[config.mk]
export PLATFORM = sky130hd
export DESIGN_NAME = rbc_reset_bus
export DESIGN_NICKNAME = d
export VERILOG_FILES = /design/src/verilog/rbc_pkg.sv /design/src/verilog/rbc_sync.sv /design/src/verilog/rbc_reset_bus.sv
export SDC_FILE = /design/constraint.sdc
export NUM_CORES = 1
export LEC_CHECK = 0
export BUFFER_PORTS_ARGS = -buffer_cell sky130_fd_sc_hd__buf_2
export CORE_ASPECT_RATIO = 0.7
export CORE_UTILIZATION = 35
export DETAILED_ROUTE_END_ITERATION = 12
export PLACE_DENSITY = 0.74
export SYNTH_ARGS = -nofsm -noshare
export SYNTH_HDL_FRONTEND = slang
export SYNTH_SLANG_ARGS = --single-unit
[constraint.sdc]
create_clock -name i_mclk -period 4.6 [get_ports i_mclk]
set_input_delay 0.92 -clock i_mclk [delete_from_list [all_inputs] [get_ports i_mclk]]
set_output_delay 0.92 -clock i_mclk [all_outputs]
set_load 0.005 [all_outputs]
[src/verilog/rbc_pkg.sv]
// Constants for the reset and bus control block of a fixed-point processor.
// Assumes a single 50 MHz master clock shared by all users of the package.
package rbc_pkg;
   // ==========================================================
   // Widths
   localparam int RBC_DATA_W = 16;
   localparam int RBC_ADDR_W = 12;
   // ==========================================================
   // Reset values
   localparam logic [RBC_ADDR_W-1:0] RBC_PC_RESET = 12'h000;
   localparam logic [RBC_DATA_W-1:0] RBC_DATA_RESET = 16'h0000;
   // Cycle clock divider: cycle clock runs at master / 4
   localparam int RBC_DIV_W = 2;
   localparam logic [RBC_DIV_W-1:0] RBC_DIV_LAST = 2'h3;
   localparam logic [RBC_DIV_W-1:0] RBC_DIV_HALF = 2'h2;
   // Least reset pulse, in cycles of the cycle clock
   localparam logic [2:0] RBC_MIN_RESET_CYC = 3'h5;
   // Bus phase of the processor's own sequencer
   typedef enum logic [1:0] {
      RBC_ST_RESET = 2'b00,
      RBC_ST_WAIT = 2'b01,
      RBC_ST_RUN = 2'b11
   } rbc_state_t;
   // Bus operation request codes
   localparam logic [1:0] RBC_OP_NONE = 2'h0;
   localparam logic [1:0] RBC_OP_FETCH = 2'h1;
   localparam logic [1:0] RBC_OP_READ = 2'h2;
   localparam logic [1:0] RBC_OP_WRITE = 2'h3;
endpackage : rbc_pkg

[src/verilog/rbc_sync.sv]
// Two-flop synchroniser for one asynchronous level.
// Assumes the input is a pin; output is safe for logic on i_mclk.
`timescale 1ns/1ps
`default_nettype none
module rbc_sync (
   input wire logic i_mclk,
   input wire logic i_async,
   output logic o_sync
);
   logic meta;
   // ==========================================================
   // Synchroniser: first flop feeds only the second
   always_ff @(posedge i_mclk) begin
      meta <= i_async;
      o_sync <= meta;
   end
endmodule // rbc_sync
`default_nettype wire

[src/verilog/rbc_reset_bus.sv]
// Reset entry and exit for the strobed memory and peripheral bus.
// Assumes a 50 MHz master clock; the reset pin and requests are pin/core inputs.
// Notes on behaviour
// RULE1: Reset parks strobes high, floats data bus.
// RULE2: Address and counter clear after next cycle.
// RULE3: Source holds reset at least five cycles.
// RULE4: Execution resumes one cycle after release.
// RULE5: Never more than one strobe active.
// RULE6: Reset pin passes a clock synchroniser.
// RULE7: Write address during reset-cut write unreliable.
`timescale 1ns/1ps
`default_nettype none
module rbc_reset_bus
   import rbc_pkg::*;
(
   input wire logic i_mclk,
   input wire logic i_reset_n,
   input wire logic i_reset_input_n,
   input wire logic [1:0] i_op,
   input wire logic [RBC_ADDR_W-1:0] i_op_addr,
   input wire logic [RBC_DATA_W-1:0] i_wr_data,
   input wire logic [RBC_DATA_W-1:0] i_data_in,
   output logic o_cycle_clock_out,
   output logic o_data_space_strobe_n,
   output logic o_write_strobe_n,
   output logic o_program_fetch_strobe_n,
   output logic [RBC_ADDR_W-1:0] o_address_outputs,
   output logic [RBC_ADDR_W-1:0] o_pc,
   output logic [RBC_DATA_W-1:0] o_data_out,
   output logic o_data_oe,
   output logic [RBC_DATA_W-1:0] o_rd_data,
   output logic o_running,
   output logic o_cycle_en
);
   // ==========================================================
   // Reset pin synchroniser
   logic rs_sync;
   rbc_sync u_rs_sync (
      .i_mclk(i_mclk),
      .i_async(i_reset_input_n),
      .o_sync(rs_sync)
   ); // RULE6

   // ==========================================================
   // Cycle clock divider, one enable per processor cycle
   logic [RBC_DIV_W-1:0] div;
   wire cyc_end = (div == RBC_DIV_LAST);
   assign o_cycle_en = cyc_end;
   always_ff @(posedge i_mclk) begin
      if (!i_reset_n) begin
         div <= '0;
         o_cycle_clock_out <= 1'b1;
      end else begin
         div <= div + 1'b1;
         o_cycle_clock_out <= (div + 1'b1) < RBC_DIV_HALF;
      end
   end

   // ==========================================================
   // Sequencer: reset held, one-cycle wait after release, then run
   rbc_state_t state;
   rbc_state_t next_state;
   wire rs_held = !rs_sync;
   always_comb begin
      next_state = state;
      case (state)
         RBC_ST_RESET: begin
            if (!rs_held && cyc_end) next_state = RBC_ST_WAIT;
         end
         RBC_ST_WAIT: begin
            if (rs_held) next_state = RBC_ST_RESET;
            else if (cyc_end) next_state = RBC_ST_RUN; // RULE4
         end
         RBC_ST_RUN: begin
            if (rs_held) next_state = RBC_ST_RESET;
         end
         default: next_state = RBC_ST_RESET;
      endcase
   end
   always_ff @(posedge i_mclk) begin
      if (!i_reset_n) state <= RBC_ST_RESET;
      else state <= next_state;
   end
   assign o_running = (state == RBC_ST_RUN);

   // ==========================================================
   // Clear of address and counter at the end of the next full cycle
   logic clr_armed;
   always_ff @(posedge i_mclk) begin
      if (!i_reset_n) clr_armed <= 1'b1;
      else if (!rs_held) clr_armed <= 1'b0;
      else if (cyc_end) clr_armed <= 1'b1; // RULE2
   end
   // A reset that lands mid-cycle waits out the rest of that cycle first
   wire do_clear = rs_held && cyc_end && clr_armed; // RULE2

   // ==========================================================
   // Bus operation decode; at most one strobe low by construction
   wire take_op = o_running && cyc_end;
   wire op_fetch = take_op && (i_op == RBC_OP_FETCH);
   wire op_read = take_op && (i_op == RBC_OP_READ);
   wire op_write = take_op && (i_op == RBC_OP_WRITE);
   logic [1:0] cur_op;
   always_ff @(posedge i_mclk) begin
      if (!i_reset_n || rs_held) cur_op <= RBC_OP_NONE; // RULE1
      else if (cyc_end) cur_op <= o_running ? i_op : RBC_OP_NONE;
   end
   // Strobes are combinational so a reset pulls them high in the same cycle
   assign o_program_fetch_strobe_n = !((cur_op == RBC_OP_FETCH) && !rs_held); // RULE1 RULE5
   assign o_data_space_strobe_n = !((cur_op == RBC_OP_READ) && !rs_held); // RULE1 RULE5
   assign o_write_strobe_n = !((cur_op == RBC_OP_WRITE) && !rs_held); // RULE1 RULE5
   assign o_data_oe = (cur_op == RBC_OP_WRITE) && !rs_held; // RULE1

   // ==========================================================
   // Address outputs, program counter and data registers
   always_ff @(posedge i_mclk) begin
      if (!i_reset_n || do_clear) begin
         o_pc <= RBC_PC_RESET; // RULE2
         o_address_outputs <= RBC_PC_RESET; // RULE2
      end else if (op_fetch) begin
         o_address_outputs <= o_pc;
         o_pc <= o_pc + 1'b1;
      end else if (op_read || op_write) begin
         // A write cut by reset may leave this address stale
         o_address_outputs <= i_op_addr; // RULE7
      end
   end
   always_ff @(posedge i_mclk) begin
      if (!i_reset_n) begin
         o_data_out <= RBC_DATA_RESET;
         o_rd_data <= RBC_DATA_RESET;
      end else begin
         if (op_write) o_data_out <= i_wr_data;
         if (cyc_end && cur_op != RBC_OP_NONE && !rs_held) o_rd_data <= i_data_in;
      end
   end

   // ==========================================================
   // Checks
   logic [2:0] low_cnt;
   always_ff @(posedge i_mclk) begin
      if (!i_reset_n || !rs_held) low_cnt <= '0;
      else if (cyc_end && low_cnt != RBC_MIN_RESET_CYC) low_cnt <= low_cnt + 1'b1;
   end

   property p_strobes_parked;
      @(posedge i_mclk) disable iff (!i_reset_n)
      rs_held |-> (o_data_space_strobe_n && o_write_strobe_n
                   && o_program_fetch_strobe_n && !o_data_oe);
   endproperty
   a_strobes_parked: assert property (p_strobes_parked) // RULE1
      else $error("strobe or data active during reset");

   property p_one_strobe;
      @(posedge i_mclk) disable iff (!i_reset_n)
      $countones({!o_data_space_strobe_n, !o_write_strobe_n, !o_program_fetch_strobe_n}) <= 1;
   endproperty
   a_one_strobe: assert property (p_one_strobe) // RULE5
      else $error("two bus strobes active together");

   property p_clear_after_cycle;
      @(posedge i_mclk) disable iff (!i_reset_n)
      (low_cnt == 3'h2) |-> (o_pc == RBC_PC_RESET && o_address_outputs == RBC_PC_RESET);
   endproperty
   a_clear_after_cycle: assert property (p_clear_after_cycle) // RULE2
      else $error("address not cleared after reset cycle");

   property p_resume;
      @(posedge i_mclk) disable iff (!i_reset_n)
      $rose(rs_sync) ##1 (!rs_held) [*8] |-> o_running;
   endproperty
   a_resume: assert property (p_resume) // RULE4
      else $error("execution did not resume after release");

   property p_no_early_run;
      @(posedge i_mclk) disable iff (!i_reset_n)
      $rose(rs_sync) |=> !o_running [*4];
   endproperty
   a_no_early_run: assert property (p_no_early_run) // RULE4
      else $error("execution resumed before a full cycle");

   property p_sync_entry;
      @(posedge i_mclk) disable iff (!i_reset_n)
      $fell(i_reset_input_n) ##1 !i_reset_input_n ##1 !i_reset_input_n |=> !o_running;
   endproperty
   a_sync_entry: assert property (p_sync_entry) // RULE6
      else $error("reset entry latency wrong");

   property p_pc_hold;
      @(posedge i_mclk) disable iff (!i_reset_n)
      (!o_running && !do_clear) |=> $stable(o_pc);
   endproperty
   a_pc_hold: assert property (p_pc_hold) // RULE2
      else $error("program counter moved while halted");

   // Strobes and data bus parked two edges after the pin falls
   property p_parked_timely;
      @(posedge i_mclk) disable iff (!i_reset_n)
      $fell(i_reset_input_n) ##1 !i_reset_input_n |=> (o_data_space_strobe_n
                   && o_write_strobe_n && o_program_fetch_strobe_n && !o_data_oe);
   endproperty
   a_parked_timely: assert property (p_parked_timely) // RULE1
      else $error("bus not parked two edges after reset pin fell");

   // Release reaches the core exactly two edges after the pin rises
   property p_exit_latency;
      @(posedge i_mclk) disable iff (!i_reset_n)
      $rose(i_reset_input_n) |=> rs_held ##1 !rs_held;
   endproperty
   a_exit_latency: assert property (p_exit_latency) // RULE6
      else $error("reset release latency wrong");

   // While halted the address outputs move only for the clear
   property p_addr_hold;
      @(posedge i_mclk) disable iff (!i_reset_n)
      (!o_running && !do_clear) |=> $stable(o_address_outputs);
   endproperty
   a_addr_hold: assert property (p_addr_hold) // RULE2
      else $error("address outputs moved while halted");

   // Each fetch shows the counter on the address outputs and steps it by one
   property p_fetch_advances;
      @(posedge i_mclk) disable iff (!i_reset_n)
      (op_fetch && !do_clear) |=> (o_pc == $past(o_pc) + 1'b1)
                                  && (o_address_outputs == $past(o_pc));
   endproperty
   a_fetch_advances: assert property (p_fetch_advances) // RULE4
      else $error("fetch did not step the program counter");
endmodule // rbc_reset_bus
`default_nettype wire

Yosys cells after proc, flatten, opt, wreduce, memory -nomap -nowiden --
Cells that the tools add are included.
Storage, ports and cells: word-level logic and storage cells 61, output and inout bits 63, bits of input ports 49, register bits after elaboration 66
Cells by class: equal/unequal tests 12, magnitude comparators 1, add/subtract/negate cells 2, muxes and demuxes 10, reduce and logical (&&, ||, !) cells 25
Operators with widths (number):
- $mux W12 | 2
- $add A12 B1 Y12 const B | 1
- $eq A2 B2 Y1 const B | 6
- $logic_and A1 B1 Y1 | 12
- $mux W2 | 5
- $eq A2 B1 Y1 const B | 3
- $pmux W2 S3 | 1
- $reduce_bool A2 Y1 | 3
- $logic_not A1 Y1 | 5
- $ne A2 B2 Y1 const B | 2
- $logic_or A1 B1 Y1 | 3
- $ne A3 B3 Y1 const B | 1
- $reduce_and A3 Y1 | 1
- $add A2 B1 Y2 const B | 1
- $logic_not A2 Y1 | 1
- $lt A2 B2 Y1 const B | 1
- $mux W1 | 2

Depth between registers and ports, before layout --
depth after elaboration 6, gate-level depth with buffers 8, depth with buffers taken out 5

Modules after synthesis --
From an unflattened synthesis, not the netlist that was laid out.
Second synthesis, totals: cells, all modules 312, area, all modules 2625.0 um2
Modules (own cells, without submodules):
- rbc_reset_bus | cells each 310, area each 2585.0 um2, instances 1, sequential area each 1281.2 um2
- rbc_sync | cells each 2, area each 40.0 um2, instances 1, sequential area each 40.0 um2

Worst setup path after synthesis --
OpenSTA, ideal clock, no wires.
path type input-to-reg, from input port i_op[1], to register o_pc[11], slack 2.462 ns, data required time 4.529 ns, stages 5, setup time 0.071 ns, buffers on the path 1, arrival 2.066 ns, cells stage by stage buf_6 -> nand4b_4 -> or2_0 -> or4_1 -> a21oi_1
On the way: word-level cells in the longest chain between the ends 2
Ends and longest elaborated chain:
- start: declaration | RTL line rbc_reset_bus.sv:19 | input wire logic [1:0] i_op,
- $eq A2 B1 Y1 | RTL line rbc_reset_bus.sv:100 | wire op_fetch = take_op && (i_op == RBC_OP_FETCH);
- $logic_and A1 B1 Y1 | RTL line rbc_reset_bus.sv:100
- end signal: assignment | RTL line rbc_reset_bus.sv:122 | o_pc <= o_pc + 1'b1;
- end: declaration | RTL line rbc_reset_bus.sv:28 | output logic [RBC_ADDR_W-1:0] o_pc,
Every way passes these cells. A chain may end at the register's enable or synchronous reset.

Final worst setup path --
from register div[0], to register o_address_outputs[1]
On the way: word-level cells in the longest chain between the ends 5, elaborated cells on any way between the ends 11, those cells by class eq/ne (1); mux (1); reduce/logical (9)
Ends and longest elaborated chain:
- start: declaration | RTL line rbc_reset_bus.sv:46 | logic [RBC_DIV_W-1:0] div;
- start signal: assignment | RTL line rbc_reset_bus.sv:54 | div <= div + 1'b1;
- $eq A2 B2 Y1 * | RTL line rbc_reset_bus.sv:47 | wire cyc_end = (div == RBC_DIV_LAST);
- $logic_and A1 B1 Y1 | RTL line rbc_reset_bus.sv:99 | wire take_op = o_running && cyc_end;
- $logic_and A1 B1 Y1 (on tied branches) | RTL line rbc_reset_bus.sv:101, rbc_reset_bus.sv:102
- $logic_or A1 B1 Y1 | RTL line rbc_reset_bus.sv:123 | end else if (op_read || op_write) begin
- $reduce_bool A2 Y1 (no line)
- end signal: assignment | RTL line rbc_reset_bus.sv:121 | o_address_outputs <= o_pc;
- end signal: assignment | RTL line rbc_reset_bus.sv:125 | o_address_outputs <= i_op_addr;
- end: declaration | RTL line rbc_reset_bus.sv:27 | output logic [RBC_ADDR_W-1:0] o_address_outputs,
Every way passes the cells marked *; elsewhere a longest branch is shown, timed or not.

==> results.json <==
{
  "use_met2": 0.2456,
  "postCtsSetupBuffers": 0,
  "cp-endpoint": "o_address_outputs[1]",
  "ys.flop_type": "dfxtp_1",
  "drive_gt1_frac": 0.3064,
  "cts_buffers": 9,
  "rr_worst_depth": 5,
  "stdcell_count": 519,
  "p_leak_nw": 1.467,
  "critPathArrivalTime_ns": 2.53,
  "busiest_layer": "met2",
  "place_area_um2": 3233,
  "h-tree-depth": 3,
  "fin_crit_sh": 0.5098,
  "max_cap_viol_count": 0,
  "synth_cells": 312,
  "grt.total_usage": 0.1680,
  "async_flop_share": 0,
  "pre_cts_slack_ns": 1.966,
  "ir_worst_vdd_uv": 136.8,
  "drt-total-wl_um": 6570,
  "coreArea_um2": 7287,
  "dpl.hpwl_um": 4639,
  "avgViaCountPerCell": 4.805,
  "cts_resized": 0,
  "cts_root_buffer": "clkbuf_8",
  "setup_ws_ns": 2.255,
  "worstHoldPathType": "flip-flop to flip-flop",
  "crit_path_end_kind": "flip-flop",
  "cts.sinks": 66,
  "antenna_found_initial": 0,
  "clk_pin_slew_ns": 0.07,
  "fin_setup_tns_ns": 0,
  "fmax_mhz": 426.4,
  "die_h_um": 74.46,
  "met1_usage": 0.2332,
  "antenna_cells": 0,
  "whs_ns": 0.3322,
  "cp-start-kind": "flip-flop",
  "area_growth_pct": 29.70,
  "worstReg2RegStart": "div[0]",
  "synth_top_area_cell": "dfxtp_1",
  "fin_crit_ns": 2.345,
  "fillerInstances": 735,
  "synth.top_cells.by_count": "nand2_1 (93), dfxtp_1 (66), a21boi_0 (32)",
  "syn_nets": 364,
  "dieArea_um2": 7856,
  "routedWlPerCell_um": 12.66,
  "clk_latency_ns": 0.34,
  "gp_congestion": 0.8039,
  "clockBufferDepth": 2,
  "slew_violations": 0,
  "ff_latch_area_um2": 1321,
  "required_ns": 4.79,
  "max-slew-margin-rel": 0.5581,
  "worst_pin_slew_ns": 0.6628,
  "rsz0062_at_grt": "no",
  "io_buffers": 111,
  "antenna_left": 0,
  "status": "completed",
  "synth.yosys.seq_area_share": 0.5033,
  "grt_pass1_wl_um": 10180,
  "power_density_nw_per_um2": 309.0,
  "fin_skew_ns": 0.006368,
  "multi_input_area_um2": 1207,
  "initial_core_util": 0.3602,
  "pin_count": 112,
  "r2r_slack_ns": 2.25,
  "synth-edff-count": 0,
  "r2r-end": "o_address_outputs[1]",
  "crit_fanout": 24,
  "crit_type": "flip-flop to flip-flop",
  "postCtsHoldBufs": 0,
  "grt_overflow_total": 0,
  "core.rowCount": 26,
  "ys_seq_elements": 66,
  "finalSetupViolCount": 0,
  "syn-cell-area_um2": 2625,
  "startpoint": "div[0]",
  "drc": 0,
  "dpl.cell_count": 503,
  "vias": 2494,
  "postLayoutCellArea_um2": 3405,
  "postSynthAreaPerCell_um2": 8.414,
  "die_x_um": 105.5,
  "met3_usage": 0.05259,
  "synth_most_common_cell": "nand2_1",
  "synth_top_area_share": 0.5033,
  "ys_types": 35,
  "firstDrtPassIters": 4,
  "synth_area_leaders": "dfxtp_1 (50%), nand2_1 (13%), a21boi_0 (9.2%)",
  "grt_max_degree": 39,
  "tritoncts": "done",
  "finalHoldViolations": 0,
  "first_iter_violations": 131,
  "synth_warnings": 0,
  "nNetsFinal": 468,
  "first_global_vias": 2085
}
## sequential cells by signal, summed over array words and instances, names as in the netlist
signal	cells
o_address_outputs	12
o_data_out	16
o_cycle_clock_out	1
cur_op	2
u_rs_sync.meta	1
div	2
o_pc	12
state	2
u_rs_sync.o_sync	1
clr_armed	1
o_rd_data	16
## cell usage in the layout (no fill, tap or decap), types with 3 or more instances in the layout
master,count
o21ai_0,14
nor2_1,18
clkbuf_8,10
and2_1,3
dfxtp_1,66
xnor2_1,9
nor4_1,4
nand4_1,4
a21boi_0,32
inv_1,3
nor3_1,3
nand3_1,4
buf_2,111
ha_1,3
a21oi_1,5
a31oi_1,11
clkinv_2,3
nand2_1,93
## metal layers
metal,share of wire,up-vias
met5,0,-
met4,0.0094,0
met3,0.065,5
met2,0.43,78
met1,0.50,1160
li1,-,1251
## report_power, final
part	internal, mW	switching, mW	leakage, nW	total, mW
logic	0.0248	0.0216	0.849	0.0463
clock network	0.207	0.219	0.0851	0.427
registers	0.575	0.00330	0.533	0.579
total	0.808	0.244	1.47	1.05
## worst max-delay path: stages (launching register included)
cell and delay [ns]:
dfxtp_1 0.36, ha_1 0.36, nand4_1 0.46, or2_1 0.62, o21ai_0 0.31, a31oi_1 0.07
## worst min-delay path by stage
stage / from / end / cells after the start
after floorplan: u_rs_sync.meta / u_rs_sync.o_sync / 0
after global placement: u_rs_sync.meta / u_rs_sync.o_sync / 0
after detailed placement: u_rs_sync.meta / u_rs_sync.o_sync / 0
after global routing: u_rs_sync.meta / u_rs_sync.o_sync / 0
after CTS: u_rs_sync.meta / u_rs_sync.o_sync / 0
final: u_rs_sync.meta / u_rs_sync.o_sync / 0
## logic make-up (layout without fill, tap and decap cells)
group                      count (synthesis)  after routing  synth area share
and+or+nand+nor                          142            142            0.2397
xor gates and xnor gates                  10             10           0.03337
buffers and inverters                     23            132           0.03670
adders and majority gates                  3              3           0.01430
muxes                                      1              1          0.003813
AOI/OAI and AO/OA                         67             67            0.1687
DFF                                       66             66            0.5033
## final cells by class
class	count	area share
flip-flops and latches	66	0.3881
multi-input cells	223	0.3546
repair buffers	113	0.1676
clock buffers	11	0.04153
well taps	98	0.03602
clock inverters	5	0.008820
inverters	3	0.003308
## per-stage QoR
stage | power (mW) | utilization
final | 1.052 | 0.4672
after global routing | 1.100 | 0.4672
after CTS | 1.072 | 0.4672
after detailed placement | 0.6378 | 0.4437
after global placement | 0.6370 | 0.4437
after floorplan | 0.6118 | -
Power figures use the tool's default switching activity.
